File: src/rtl/tcf_consts.vh
// Constants for the 16-bit timer capture and interrupt flag block
// Operation
// - Each capture event copies the 16-bit count into the capture latch; a low-byte write in the same cycle wins over it.
// - Capture latch serves as top value when waveform mode selects it.
// - 16-bit capture reads are atomic through a shared 8-bit high-byte latch; the high byte is parked a cycle after the low byte is sampled.
// - Capture request needs mask bit 5, global enable and capture flag.
// - Match B request needs mask bit 2, global enable and match B flag.
// - Match A request needs mask bit 1, global enable and match A flag.
// - Wrap request needs mask bit 0, global enable and wrap flag.
// - Capture flag, bit 5, sets on each pin capture event.
// - With capture latch as top, capture flag sets when count reaches top.
// - Capture flag clears on vector execution or on writing one.
// - Match B flag, bit 2, sets the timer cycle after count equals compare B.
// - Match A flag, bit 1, sets the timer cycle after count equals compare A.
// - Forced matches never set either compare flag.
// - Each compare flag clears on its vector execution or on writing one.
// - Wrap flag, bit 0, sets on overflow per mode table.
// - Wrap flag clears on vector execution or on writing one.
// - Falling pin edge captures when edge select is zero, rising when one.
// - Capture pin is ignored while capture latch is the top value.
// - A counter write blocks compare matches in the following timer cycle.
`ifndef TCF_CONSTS_VH
`define TCF_CONSTS_VH
`define TCF_ADDR_CAP_LOW 12'h000
`define TCF_ADDR_CAP_HIGH 12'h004
`define TCF_ADDR_MASK 12'h008
`define TCF_ADDR_FLAGS 12'h00c
`define TCF_ADDR_CTRL 12'h010
`define TCF_BIT_CAPTURE 5
`define TCF_BIT_MATCH_B 2
`define TCF_BIT_MATCH_A 1
`define TCF_BIT_WRAP 0
`define TCF_FLAG_USED 8'h27
`define TCF_CTRL_EDGE 0
`define TCF_CTRL_COMP 1
`define TCF_MODE_W 4
`define TCF_RESET_BYTE 8'h00
`endif

File: src/rtl/tcf_edge_detect.v
// Capture pin edge detector with selectable polarity
`timescale 1ns/1ns
module tcf_edge_detect (
	// Clock and reset
	input wire clk_in,
	input wire rst_in,
	// Pin and select
	input wire pin_in,
	input wire rise_sel_in,
	input wire enable_in,
	// Event
	output wire edge_out
);
	reg prev_ff;
	reg primed_ff;
	// No edge until the pin has been sampled once, so reset gives no false edge
	always @(posedge clk_in or posedge rst_in) begin
		if (rst_in) begin
			prev_ff <= 1'b0;
			primed_ff <= 1'b0;
		end else begin
			prev_ff <= pin_in;
			primed_ff <= 1'b1;
		end
	end
	// Falling edge when select is zero, rising when one
	assign edge_out = enable_in & primed_ff &
		(rise_sel_in ? (pin_in & ~prev_ff) : (~pin_in & prev_ff));
endmodule // tcf_edge_detect

File: src/rtl/tcf_flag_bit.v
// One sticky interrupt flag with set-wins-over-clear and request gating
`timescale 1ns/1ns
module tcf_flag_bit (
	// Clock and reset
	input wire clk_in,
	input wire rst_in,
	// Controls
	input wire set_in,
	input wire clear_in,
	input wire enable_in,
	input wire global_in,
	// Results
	output reg flag_out,
	output reg request_out
);
	always @(posedge clk_in or posedge rst_in) begin
		if (rst_in) begin
			flag_out <= 1'b0;
			request_out <= 1'b0;
		end else begin
			// Set wins over a clear arriving in the same cycle
			flag_out <= set_in | (flag_out & ~clear_in);
			request_out <= enable_in & global_in & (set_in | (flag_out & ~clear_in));
		end
	end
endmodule // tcf_flag_bit

File: src/rtl/tcf_capture_irq.v
// 16-bit timer capture latch, interrupt mask and flag logic with APB access
//
// Our own choices: the register offsets and the APB interface to the registers.
`timescale 1ns/1ns
`include "tcf_consts.vh"
module tcf_capture_irq #(
	parameter MODE_W = `TCF_MODE_W
) (
	// Clock and reset
	input wire REF_CLK_IN,
	input wire RST_IN,
	// APB slave
	input wire PSEL_IN,
	input wire PENABLE_IN,
	input wire PWRITE_IN,
	input wire [11:0] PADDR_IN,
	input wire [31:0] PWDATA_IN,
	output reg [31:0] PRDATA_OUT,
	output reg PREADY_OUT,
	output reg PSLVERR_OUT,
	// Timer core
	input wire TIMER_TICK_IN,
	input wire [15:0] COUNT_VALUE_IN,
	input wire COUNT_WRITE_IN,
	input wire MATCH_A_IN,
	input wire MATCH_B_IN,
	input wire FORCE_MATCH_A_IN,
	input wire FORCE_MATCH_B_IN,
	input wire AT_TOP_IN,
	input wire WRAP_IN,
	input wire [MODE_W-1:0] WAVEFORM_MODE_FIELD_IN,
	// Capture sources
	input wire CAPTURE_PIN_IN,
	input wire COMPARATOR_IN,
	// Shared high-byte latch for other 16-bit registers
	input wire TEMP_LOAD_IN,
	input wire [7:0] TEMP_DATA_IN,
	output reg [7:0] TEMP_OUT,
	// Processor core
	input wire GLOBAL_IRQ_EN_IN,
	input wire CAPTURE_ACK_IN,
	input wire MATCH_A_ACK_IN,
	input wire MATCH_B_ACK_IN,
	input wire WRAP_ACK_IN,
	output reg CAPTURE_IRQ_OUT,
	output reg MATCH_A_IRQ_OUT,
	output reg MATCH_B_IRQ_OUT,
	output reg WRAP_IRQ_OUT,
	output reg [15:0] TOP_VALUE_OUT,
	output reg TOP_FROM_LATCH_OUT
);
	localparam [MODE_W-1:0] MODE_NORMAL = 4'd0;
	localparam [MODE_W-1:0] MODE_MATCH_CLR = 4'd4;
	localparam [MODE_W-1:0] MODE_PFC_LATCH = 4'd8;
	localparam [MODE_W-1:0] MODE_PC_LATCH = 4'd10;
	localparam [MODE_W-1:0] MODE_LATCH_CLR = 4'd12;
	localparam [MODE_W-1:0] MODE_FAST_LATCH = 4'd14;

	reg [15:0] capture_latch_ff;
	reg [7:0] capture_irq_mask_ff;
	reg edge_sel_ff;
	reg comp_sel_ff;
	reg block_match_ff;
	reg [7:0] temp_ff;
	wire top_is_latch;
	wire pin_edge;
	wire comp_edge;
	wire capture_event;
	wire access;
	wire wr_en;
	wire rd_en;
	wire mapped;
	wire [3:0] set_vec;
	wire [3:0] clr_vec;
	wire [3:0] ack_vec;
	wire [3:0] en_vec;
	wire [3:0] flag_vec;
	wire [3:0] req_vec;
	wire [7:0] flags_byte;
	wire match_ok;
	reg comp_prev_ff;
	reg [31:0] nxt_rdata;

	// Modes whose top value is the capture latch
	assign top_is_latch = (WAVEFORM_MODE_FIELD_IN == MODE_PFC_LATCH) |
		(WAVEFORM_MODE_FIELD_IN == MODE_PC_LATCH) |
		(WAVEFORM_MODE_FIELD_IN == MODE_LATCH_CLR) |
		(WAVEFORM_MODE_FIELD_IN == MODE_FAST_LATCH);

	tcf_edge_detect u_pin_edge (
		.clk_in(REF_CLK_IN),
		.rst_in(RST_IN),
		.pin_in(CAPTURE_PIN_IN),
		.rise_sel_in(edge_sel_ff),
		.enable_in(~top_is_latch & ~comp_sel_ff),
		.edge_out(pin_edge)
	);

	// Comparator source uses the same edge select
	always @(posedge REF_CLK_IN or posedge RST_IN) begin
		if (RST_IN) begin
			comp_prev_ff <= 1'b0;
		end else begin
			comp_prev_ff <= COMPARATOR_IN;
		end
	end
	assign comp_edge = comp_sel_ff & ~top_is_latch &
		(edge_sel_ff ? (COMPARATOR_IN & ~comp_prev_ff) : (~COMPARATOR_IN & comp_prev_ff));
	assign capture_event = pin_edge | comp_edge;

	// APB decode
	assign access = PSEL_IN & PENABLE_IN & PREADY_OUT;
	assign mapped = (PADDR_IN == `TCF_ADDR_CAP_LOW) | (PADDR_IN == `TCF_ADDR_CAP_HIGH) |
		(PADDR_IN == `TCF_ADDR_MASK) | (PADDR_IN == `TCF_ADDR_FLAGS) |
		(PADDR_IN == `TCF_ADDR_CTRL);
	assign wr_en = access & PWRITE_IN & mapped;
	assign rd_en = access & ~PWRITE_IN & mapped;

	// Capture latch, shared high byte and control
	always @(posedge REF_CLK_IN or posedge RST_IN) begin
		if (RST_IN) begin
			capture_latch_ff <= 16'h0000;
			temp_ff <= `TCF_RESET_BYTE;
			capture_irq_mask_ff <= `TCF_RESET_BYTE;
			edge_sel_ff <= 1'b0;
			comp_sel_ff <= 1'b0;
		end else begin
			if (wr_en && PADDR_IN == `TCF_ADDR_CAP_LOW) begin
				capture_latch_ff <= {temp_ff, PWDATA_IN[7:0]};
			end else if (capture_event) begin
				capture_latch_ff <= COUNT_VALUE_IN;
			end
			// Low-byte read parks the high byte; high write stages it
			if (rd_en && PADDR_IN == `TCF_ADDR_CAP_LOW) begin
				temp_ff <= capture_latch_ff[15:8];
			end else if (wr_en && PADDR_IN == `TCF_ADDR_CAP_HIGH) begin
				temp_ff <= PWDATA_IN[7:0];
			end else if (TEMP_LOAD_IN) begin
				temp_ff <= TEMP_DATA_IN;
			end
			if (wr_en && PADDR_IN == `TCF_ADDR_MASK) begin
				capture_irq_mask_ff <= PWDATA_IN[7:0] & `TCF_FLAG_USED;
			end
			if (wr_en && PADDR_IN == `TCF_ADDR_CTRL) begin
				edge_sel_ff <= PWDATA_IN[`TCF_CTRL_EDGE];
				comp_sel_ff <= PWDATA_IN[`TCF_CTRL_COMP];
			end
		end
	end

	// Counter write blocks matches in the next timer cycle
	always @(posedge REF_CLK_IN or posedge RST_IN) begin
		if (RST_IN) begin
			block_match_ff <= 1'b0;
		end else if (COUNT_WRITE_IN) begin
			block_match_ff <= 1'b1;
		end else if (TIMER_TICK_IN) begin
			block_match_ff <= 1'b0;
		end
	end
	assign match_ok = TIMER_TICK_IN & ~block_match_ff & ~COUNT_WRITE_IN;

	// Flag sources; forced strobes are never inputs here
	assign set_vec[3] = capture_event | (top_is_latch & AT_TOP_IN & TIMER_TICK_IN);
	assign set_vec[2] = match_ok & MATCH_B_IN;
	assign set_vec[1] = match_ok & MATCH_A_IN;
	assign set_vec[0] = WRAP_IN & TIMER_TICK_IN;
	assign ack_vec = {CAPTURE_ACK_IN, MATCH_B_ACK_IN, MATCH_A_ACK_IN, WRAP_ACK_IN};
	assign en_vec = {capture_irq_mask_ff[`TCF_BIT_CAPTURE], capture_irq_mask_ff[`TCF_BIT_MATCH_B],
		capture_irq_mask_ff[`TCF_BIT_MATCH_A], capture_irq_mask_ff[`TCF_BIT_WRAP]};
	wire flag_wr;
	assign flag_wr = wr_en & (PADDR_IN == `TCF_ADDR_FLAGS);
	assign clr_vec[3] = ack_vec[3] | (flag_wr & PWDATA_IN[`TCF_BIT_CAPTURE]);
	assign clr_vec[2] = ack_vec[2] | (flag_wr & PWDATA_IN[`TCF_BIT_MATCH_B]);
	assign clr_vec[1] = ack_vec[1] | (flag_wr & PWDATA_IN[`TCF_BIT_MATCH_A]);
	assign clr_vec[0] = ack_vec[0] | (flag_wr & PWDATA_IN[`TCF_BIT_WRAP]);

	genvar gi;
	generate
		for (gi = 0; gi < 4; gi = gi + 1) begin : g_flag
			tcf_flag_bit u_flag (
				.clk_in(REF_CLK_IN),
				.rst_in(RST_IN),
				.set_in(set_vec[gi]),
				.clear_in(clr_vec[gi]),
				.enable_in(en_vec[gi]),
				.global_in(GLOBAL_IRQ_EN_IN),
				.flag_out(flag_vec[gi]),
				.request_out(req_vec[gi])
			);
		end
	endgenerate

	assign flags_byte = {2'b00, flag_vec[3], 2'b00, flag_vec[2], flag_vec[1], flag_vec[0]};

	// Read mux
	always @* begin
		nxt_rdata = 32'h00000000;
		case (PADDR_IN)
			`TCF_ADDR_CAP_LOW: nxt_rdata = {24'h000000, capture_latch_ff[7:0]};
			`TCF_ADDR_CAP_HIGH: nxt_rdata = {24'h000000, temp_ff};
			`TCF_ADDR_MASK: nxt_rdata = {24'h000000, capture_irq_mask_ff};
			`TCF_ADDR_FLAGS: nxt_rdata = {24'h000000, flags_byte};
			`TCF_ADDR_CTRL: nxt_rdata = {30'h00000000, comp_sel_ff, edge_sel_ff};
			default: nxt_rdata = 32'h00000000;
		endcase
	end

	// APB answer: one wait cycle, ready for one cycle
	always @(posedge REF_CLK_IN or posedge RST_IN) begin
		if (RST_IN) begin
			PREADY_OUT <= 1'b0;
			PRDATA_OUT <= 32'h00000000;
			PSLVERR_OUT <= 1'b0;
		end else begin
			PREADY_OUT <= PSEL_IN & PENABLE_IN & ~PREADY_OUT;
			PSLVERR_OUT <= PSEL_IN & PENABLE_IN & ~PREADY_OUT & ~mapped;
			if (PSEL_IN & PENABLE_IN & ~PREADY_OUT & ~PWRITE_IN) begin
				PRDATA_OUT <= nxt_rdata;
			end
		end
	end

	// Registered core outputs
	always @(posedge REF_CLK_IN or posedge RST_IN) begin
		if (RST_IN) begin
			CAPTURE_IRQ_OUT <= 1'b0;
			MATCH_B_IRQ_OUT <= 1'b0;
			MATCH_A_IRQ_OUT <= 1'b0;
			WRAP_IRQ_OUT <= 1'b0;
			TOP_VALUE_OUT <= 16'h0000;
			TOP_FROM_LATCH_OUT <= 1'b0;
			TEMP_OUT <= `TCF_RESET_BYTE;
		end else begin
			CAPTURE_IRQ_OUT <= req_vec[3];
			MATCH_B_IRQ_OUT <= req_vec[2];
			MATCH_A_IRQ_OUT <= req_vec[1];
			WRAP_IRQ_OUT <= req_vec[0];
			TOP_VALUE_OUT <= capture_latch_ff;
			TOP_FROM_LATCH_OUT <= top_is_latch;
			TEMP_OUT <= temp_ff;
		end
	end
endmodule // tcf_capture_irq

File: config.mk
export PLATFORM = sky130hd
export DESIGN_NAME = tcf_capture_irq
export DESIGN_NICKNAME = d
export VERILOG_FILES = /design/src/rtl/tcf_edge_detect.v /design/src/rtl/tcf_flag_bit.v /design/src/rtl/tcf_capture_irq.v
export VERILOG_INCLUDE_DIRS = /design/src /design/src/rtl
export SDC_FILE = /design/constraint.sdc
export NUM_CORES = 1
export LEC_CHECK = 0
export BUFFER_PORTS_ARGS = -buffer_cell sky130_fd_sc_hd__buf_2
export CAP_MARGIN = 20
export CORE_ASPECT_RATIO = 1.4
export CORE_MARGIN = 10
export CORE_UTILIZATION = 51
export DETAILED_ROUTE_END_ITERATION = 6
export PLACE_DENSITY_LB_ADDON = 0.08
export SKIP_LAST_GASP = 1
export SLEW_MARGIN = 20
export SYNTH_ARGS = -nofsm -noshare
export SYNTH_HDL_FRONTEND = slang
export SYNTH_HIERARCHICAL = 1
export SYNTH_SLANG_ARGS = --single-unit
File: constraint.sdc
create_clock -name REF_CLK_IN -period 4.1 [get_ports REF_CLK_IN]
set_input_delay 0.615 -clock REF_CLK_IN [delete_from_list [all_inputs] [get_ports REF_CLK_IN]]
set_output_delay 0.615 -clock REF_CLK_IN [all_outputs]
set_load 0.1 [all_outputs]
==> flow_summary.yaml, run 1 <==
yosys:
  ys_ff_latch: 81
  yosys-top-cells-area: "dfrtp_1 (56%), mux2i_1 (7.2%), buf_4 (5.0%), o21ai_0 (3.5%), nor2_1 (3.0%)"
  syn_inst: 314
  synth-edff-count: 0
  synth_largest_area_cell: "dfrtp_1"
  synth_cell_types: 46
  seq_area_frac_synth: 0.559
  syn_area_mm2: 0.00363
  yosysTopAreaCellShare: 0.559
  synth_ff_type: "dfrtp_1"
  async_flop_share: 1.00
  postSynthAreaPerCell_um2: 11.5
  yosysWarnings: 6
drt:
  drcViolationCount: 0
  antenna_left: 0
  drt_wl_total_um: 9300
  vias: 2649
  vias_per_cell: 5.11
  drtPass1Iterations: 4
  routedWlPerCell_um: 17.9
  drt_iter0_drc: 149
critical_path:
  r2r-end: "capture_latch_ff[4]"
  cp_max_fo: 16
  required_ns: 4.32
  r2r_cells: 5
  worst_setup_path_start_kind: "flip-flop"
  r2r_slack_ns: 1.71
  arrival_ns: 2.61
  timing.rr.start: "edge_sel_ff"
  worstSetupPathType: "flip-flop to flip-flop"
  endpoint_kind: "flip-flop"
cells_and_area:
  num_antenna_cells: 0
  fin_cells: 518
  seqCellArea_mm2: 0.00203
  final_core_util: 0.623
  final_nets: 511
  final.fill_count: 657
  mostFrequentLayoutCells: "buf_2 (103), dfrtp_1 (81), nor2_1 (29), mux2i_1 (26)"
  multiInputGateArea_mm2: 0.00140
  areaGrowthSynthToFinish_pct: 19.2
  drive_gt1_frac: 0.333
  final_common_cell: "buf_2"
sta:
  max_freq_ghz: 0.419
  finalSetupViolCount: 0
  finalSetupTns_ns: 0
  tightestPinTransition_ns: 1.01
  finalCritPeriodShare: 0.583
  fin_crit_ns: 2.39
  slew-limit-headroom: 0.329
  rsz0062_at_grt: "false"
  hold_viol_final: 0
  fin_skew_ns: 0.00631
  report.final.slew_viol_count: 0
  timing.hold.ws_ns: 0.161
global_routing:
  grt_max_degree: 51
  grt_use_total: 0.173
  grt_pass1_wl_um: 14900
  grt_antenna_before_repair: 0
  grt.overflow.total: 0
  grt_pass1_vias: 2923
cts:
  insertion_delay_ns: 0.36
  clkTransAtPathRegs_ns: 0.08
  cts_buffer_depth: 2
  htree_levels: 3
  numClockSinks: 81
  ctsHoldBuffers: 0
  cts_resized: 0
  cts_tree: "done"
  cts_root_buffer: "clkbuf_8"
  cts_setup_buffers: 0
  cts_buffers: 9
placed_design:
  gp_congestion: 0.850
  dp_hpwl_um: 7240
  dp_cells: 502
  io_buffers: 103
power_and_ir_drop:
  power_mw: 2.32
  powerDensity_mw_per_mm2: 537
  ir_worst_vdd_mv: 0.244
  p_leak_nw: 2.23
floorplan:
  die_w_um: 91.3
  io_pins: 156
  core.rowCount: 36
  initial_core_util: 0.523
  core_region_area_mm2: 0.00694
  die_area_mm2: 0.0109
  die_h_um: 120
status:
  status: "finished clean"
job:
  drv_cap: 0
hold_path:
  hold_path_class: "input port to asynchronous set/reset pin"
layer usage:
layer	wire (um)	track usage
met2	4890	0.301
met3	601	0.0574
met1	3640	0.188
met4	160	0.0717
met5	0	0
sequential cells by signal, summed over array words and instances (netlist names), 4 cells and up:
register and flops:
g_flag.u_flag/request_out 4, TEMP_OUT 8, g_flag.u_flag/flag_out 4, PRDATA_OUT 8, capture_irq_mask_ff 4, capture_latch_ff 16, TOP_VALUE_OUT 16, temp_ff 8
logic make-up after synthesis:
| logic type | Yosys count | synth area share |
|---|---|---|
| AOI/OAI and AO/OA | 71 | 0.127 |
| buffers and inverters | 43 | 0.0790 |
| DFF | 81 | 0.559 |
| muxes | 34 | 0.0966 |
| other | 2 | 0.00207 |
| and+or+nand+nor | 83 | 0.136 |
synthesized netlist by cell type (3+ instances only):
master and instances:
nand3_1 4, nor2b_4 4, nor2_1 29, nor3_1 3
a22o_1 3, inv_1 9, dfrtp_1 81, a21oi_1 17
buf_2 3, mux2i_1 26, and3_1 3, or2_1 5
o21ai_0 25, o211a_1 4, nand2_1 13, nor2b_1 3
and2_1 3, a21o_1 7, buf_4 24, mux2_2 8
a221oi_1 3
worst max-delay path by stage:
stage,startpoint,end,slack (ns),cells past startpoint
after floorplan,RST_IN,CAPTURE_IRQ_OUT,1.69,1
after global placement,COMPARATOR_IN,capture_latch_ff[4],1.45,6
after detailed placement,COMPARATOR_IN,capture_latch_ff[4],1.40,6
after CTS,edge_sel_ff,capture_latch_ff[4],1.65,5
after global routing,edge_sel_ff,capture_latch_ff[7],1.48,5
final,edge_sel_ff,capture_latch_ff[4],1.71,5
report_power, final:
group          internal, mW  switching, mW  total (mW)
Clock                 0.359          0.293       0.651
Combinational         0.115          0.602       0.717
Sequential            0.897         0.0581       0.955
through the flow:
step	area (um^2)	setup WS, ns
floorplan	3710	1.69
global placement	4100	1.45
detailed placement	4100	1.40
CTS	4320	1.65
global route	4320	1.48
finish	4320	1.71
final cells by class:
cell class	count	share of cell area
timing repair buffer	104	0.121
clock buffer	11	0.0327
inverter	9	0.00810
tap	95	0.0275
clock inverter	5	0.0182
multi-input combinational	213	0.324
sequential	81	0.469
critical path, cell delays in order (launching register included):
cell and delay, ns:
dfrtp_1 0.44, or3b_1 0.40, a211oi_2 0.21, or2_1 0.80, mux2i_1 0.30, a21oi_1 0.09
Power figures use the tool's default switching activity.
==> run 2, diff against run 1 <==
ABC_AREA = 1   (was not set)
CORE_UTILIZATION = 44   (was 51)
clock period = 2 ns   (was 4.1 ns; I/O delays follow)
==> run 2 against run 1 <==
Clock skew increased by 0.00054 ns. Via count increased by 23%. Critical path type unchanged. Non-clock buffer count increased by 11. Synthesized cell count increased by 38%.
==> flow_summary.yaml, run 2 <==
drt:
  drt_iter0_drc: 104
  drcViolationCount: 0
  antenna_left: 0
  drt_wl_total_um: 10700
  drtPass1Iterations: 5
  routedWlPerCell_um: 16.2
  vias_per_cell: 4.91
  vias: 3250
critical_path:
  r2r_cells: 4
  worstSetupPathType: "flip-flop to flip-flop"
  endpoint_kind: "flip-flop"
  required_ns: 2.27
  arrival_ns: 1.92
  crit_chain: "nor3_1, nand2_1, a21oi_1, a22o_1"
  worst_setup_path_start_kind: "flip-flop"
  cp_max_fo: 8
  cp_slowest_cell: "a21oi_1"
  slowest_delay_ns: 0.47
cells_and_area:
  top_regs: "TOP_VALUE_OUT x16, capture_latch_ff x16"
  areaGrowthSynthToFinish_pct: 22.8
  drive_gt1_frac: 0.328
  mostFrequentLayoutCells: "buf_2 (103), nand2_1 (98), dfrtp_1 (80), inv_1 (50), nand3_1 (50)"
  num_antenna_cells: 0
  final_common_cell: "buf_2"
  seqCellArea_mm2: 0.00203
  multiInputGateArea_mm2: 0.00157
  final_nets: 644
  final.fill_count: 853
  fin_cells: 662
yosys:
  yosysWarnings: 6
  syn_inst: 433
  synth_ff_type: "dfrtp_1"
  synthTopCellsByCount: "nand2_1 (98), dfrtp_1 (81), inv_1 (51)"
  syn_area_mm2: 0.00398
  ys_ff_latch: 81
  yosysTopAreaCellShare: 0.510
  yosys-top-cells-area: "dfrtp_1 (51%), nand2_1 (9.3%), nand3_1 (6.3%), inv_1 (4.8%), buf_4 (4.5%)"
  seq_area_frac_synth: 0.510
  synth-edff-count: 0
  synth_largest_area_cell: "dfrtp_1"
  async_flop_share: 1.00
  synth.most_common_cell: "nand2_1"
  postSynthAreaPerCell_um2: 9.18
  synth_cell_types: 35
global_routing:
  grt_antenna_before_repair: 0
  grt_use_total: 0.165
  grt.overflow.total: 0
  grt_max_degree: 38
  grt_pass1_wl_um: 17300
  grt_pass1_vias: 3430
floorplan:
  core.rowCount: 41
  die_h_um: 132
  core_region_area_mm2: 0.00893
  die_area_mm2: 0.0133
  die_w_um: 100
  io_pins: 156
  initial_core_util: 0.445
cts:
  cts_resized: 0
  ctsHoldBuffers: 1
  cts_buffers: 9
  cts_tree: "done"
  insertion_delay_ns: 0.34
  htree_levels: 3
  cts_root_buffer: "clkbuf_16"
  numClockSinks: 81
  cts_buffer_depth: 2
  clkTransAtPathRegs_ns: 0.06
  cts_setup_buffers: 0
status:
  status: "finished clean"
sta:
  finalCritPeriodShare: 0.821
  tightestPinTransition_ns: 0.653
  max_freq_ghz: 0.609
  fin_skew_ns: 0.00685
  hold_viol_final: 0
  report.final.slew_viol_count: 0
  fin_crit_ns: 1.64
  rsz0062_at_grt: "false"
  finalSetupViolCount: 0
  finalSetupTns_ns: 0
  slew-limit-headroom: 0.564
placed_design:
  gp_congestion: 0.862
  dp_hpwl_um: 8600
  io_buffers: 103
  dp_cells: 646
hold_path:
  hold_path_class: "input port to flip-flop"
  min_path_cells: 1
power_and_ir_drop:
  ir_worst_vdd_mv: 0.679
  p_leak_nw: 2.67
  powerDensity_mw_per_mm2: 984
job:
  drv_cap: 0
[run 2: kinds of logic after synthesis]
kind of cell / synth area share
AOI/OAI and AO/OA: 0.0824
buffers and inverters: 0.118
other: 0.00189
and+or+nand+nor: 0.288
DFF: 0.510
[run 2: path summary, 6_finish.rpt]
kind	start	endpoint	slack, ns
hold / removal	CAPTURE_PIN_IN	u_pin_edge/prev_ff	0.10
setup / recovery	PREADY_OUT	PRDATA_OUT[6]	0.36
max in group asynchronous	RST_IN	temp_ff[7]	0.75
min in group asynchronous	RST_IN	g_flag[0].u_flag/request_out	0.44
hold reg to reg	g_flag[3].u_flag/request_out	CAPTURE_IRQ_OUT	0.36
setup reg to reg	PREADY_OUT	PRDATA_OUT[6]	0.36
[run 2: per-layer routing]
layer	global-route usage	vias up	share of wire
met5	0	-	0
met4	0.0677	0	0.018
met3	0.0464	17	0.066
met2	0.286	119	0.53
met1	0.184	1521	0.39
li1	-	1593	-
[run 2: where the power goes]
group | internal [mW] | switching (mW) | total [mW]
logic | 0.204 | 1.07 | 1.28
clock network | 0.993 | 0.630 | 1.62
registers | 1.81 | 0.0971 | 1.91
total | 3.00 | 1.80 | 4.81
[run 2: layout make-up]
cell class / instances / share of cell area
Sequential cell: 81 / 0.415
Multi-Input combinational cell: 283 / 0.320
Timing Repair Buffer: 115 / 0.130
Clock buffer: 12 / 0.0505
Inverter: 61 / 0.0482
Tap cell: 107 / 0.0274
Clock inverter: 3 / 0.00871
[run 2: worst max-delay path: cells and delay by family (launching register included)]
kind / cells / cell delay (ns)
flip-flops: 1 / 0.42
AO/OA/AOI/OAI: 2 / 0.68
AND/OR/NAND/NOR: 2 / 0.49
[run 2: per-stage QoR]
step                total power, mW  hold slack, ns   util  cell area (um^2)  worst slack (ns)
floorplan                      2.99          0.0412      -              4070            0.0732
global placement               3.21           0.235  0.514              4590             0.114
detailed placement             3.22           0.240  0.514              4590            0.0766
CTS                            4.85          0.0938  0.547              4880             0.352
global route                   4.98          0.0979  0.547              4880             0.104
finish                         4.81           0.101  0.547              4880             0.357
==> run 3, diff against run 2 <==
clock period = 1.3 ns   (was 2 ns; I/O delays follow)
==> run 3 against run 2 <==
The flow now finishes with violations (negative setup slack). Register-to-register slack got worse by 0.49 ns. Non-clock buffer count rose by 42. Power rose by 61%. Combinational power rose by 77%. Die area did not move. Final cell count rose by 6.8%. Critical endpoint is now PREADY_OUT. Largest cell class unchanged. Highest routed layer unchanged.
==> flow_summary.yaml, run 3 (synthesized netlist as in run 2, its figures left out) <==
critical_path:
  worstSetupPathType: "flip-flop to output pin"
  endpoint_kind: "output pin"
  arrival_ns: 1.25
  required_ns: 1.11
  r2r_slack_ns: -0.13
  worst_setup_path_start_kind: "flip-flop"
  cp_max_fo: 3
drt:
  drt_iter0_drc: 140
  vias_per_cell: 4.94
  routedWlPerCell_um: 16.4
  drcViolationCount: 0
  drt_wl_total_um: 11600
  drtPass1Iterations: 5
  antenna_left: 0
  vias: 3493
cells_and_area:
  final_area_mm2: 0.00584
  num_antenna_cells: 0
  top_regs: "TOP_VALUE_OUT x16, capture_latch_ff x16"
  final_common_cell: "nand2_1"
  areaGrowthSynthToFinish_pct: 46.9
  fin_cells: 707
  drive_gt1_frac: 0.437
  mostFrequentLayoutCells: "nand2_1 (92), dfrtp_1 (80), buf_2 (74), inv_1 (47), buf_4 (39)"
  final_nets: 688
cts:
  cts_tree: "done"
  cts_buffers: 9
  cts_root_buffer: "clkbuf_16"
  numClockSinks: 81
  clkTransAtPathRegs_ns: 0.06
  htree_levels: 3
  cts_buffer_depth: 2
  insertion_delay_ns: 0.33
placed_design:
  io_buffers: 103
  dp_hpwl_um: 9030
  gp_congestion: 0.920
  dp_cells: 679
  place_area_mm2: 0.00525
sta:
  hold_viol_final: 0
  max_freq_ghz: 0.693
  finalSetupTns_ns: -3.46
  report.final.slew_viol_count: 0
  rsz0062_at_grt: "true"
  finalSetupViolCount: 41
  fin_crit_ns: 1.44
  fin_skew_ns: 0.00728
  timing.hold.ws_ns: 0.0661
  timing.final.ws_setup_ns: -0.143
  finalCritPeriodShare: 1.11
power_and_ir_drop:
  ir_worst_vdd_mv: 0.991
  powerDensity_mw_per_mm2: 1320
  power_frac_clock: 0.322
  power.switching_mw: 2.92
  power_mw: 7.73
  p_comb_frac: 0.292
  pwr-share-seq: 0.386
  p_leak_nw: 3.07
  swShare: 0.377
  intPower_mw: 4.82
global_routing:
  grt_pass1_wl_um: 18600
  grt.overflow.total: 0
  grt_antenna_before_repair: 0
  grt_pass1_vias: 3768
  grt_use_total: 0.173
  grt_max_degree: 72
floorplan:
  initial_core_util: 0.445
  die_w_um: 100
  core_region_area_mm2: 0.00893
  die_h_um: 132
  core.rowCount: 41
  die_area_mm2: 0.0133
  io_pins: 156
status:
  violations: "negative setup slack"
  status: "finished, violations left"
hold_path:
  hold_path_class: "input port to flip-flop"
job:
  drv_cap: 0
run 3: layout make-up:
class                           count  area, um^2
Fill cell                         770        3090
Sequential cell                    81        2030
Multi-Input combinational cell    285        1790
Timing Repair Buffer              157        1340
Clock buffer                       12         267
Inverter                           61         240
Tap cell                          107         134
Clock inverter                      4        33.8
run 3: stage by stage:
step / worst slack (ns) / util
2_1_floorplan: -0.390 / -
3_3_place_gp: -0.279 / 0.588
3_5_place_dp: -0.316 / 0.588
4_1_cts: -0.126 / 0.635
5_1_grt: -0.225 / 0.654
6_report: -0.143 / 0.654
run 3: worst paths after layout:
check | start | endpoint | depth (start not counted)
setup / recovery | PREADY_OUT | PREADY_OUT | 3
hold / removal | COUNT_WRITE_IN | block_match_ff | 3
setup reg to reg | PREADY_OUT | capture_latch_ff[15] | 7
hold reg to reg | g_flag[1].u_flag/request_out | MATCH_A_IRQ_OUT | 0
max in group asynchronous | RST_IN | PREADY_OUT | 4
min in group asynchronous | RST_IN | u_pin_edge/primed_ff | 3
run 3: critical path, stage by stage, from the launching register on:
cell and delay, ns:
dfrtp_4 0.50, buf_4 0.15, buf_6 0.11, buf_12 0.15
run 3: per-layer routing:
metal  share of wire  track usage  vias to the layer above
li1                -            -                     1689
met2            0.56        0.316                      113
met4           0.014       0.0528                        0
met3           0.065       0.0479                       17
met1            0.36        0.186                     1674
met5               0            0                        -
run 3: power groups by stage:
| stage | registers, mW | logic, mW | clock network [mW] |
|---|---|---|---|
| after floorplan | 3.93 | 0.701 | 0 |
| after global placement | 3.02 | 2.19 | 0 |
| after detailed placement | 3.03 | 2.21 | 0 |
| after CTS | 2.99 | 2.22 | 2.52 |
| after global routing | 3.02 | 2.36 | 2.63 |
| final | 2.99 | 2.26 | 2.49 |
run 3: what timing repair did:
| action | in CTS | in global routing |
|---|---|---|
| setup buffers | 4 | 4 |
| cloned | 1 | 1 |
| hold buffers | 3 | 0 |
| pin swaps | 3 | 9 |
| resized for setup | 11 | 42 |
| hold endpoints to repair | 12 | 0 |
| endpoints found under the setup margin | 48 | 55 |
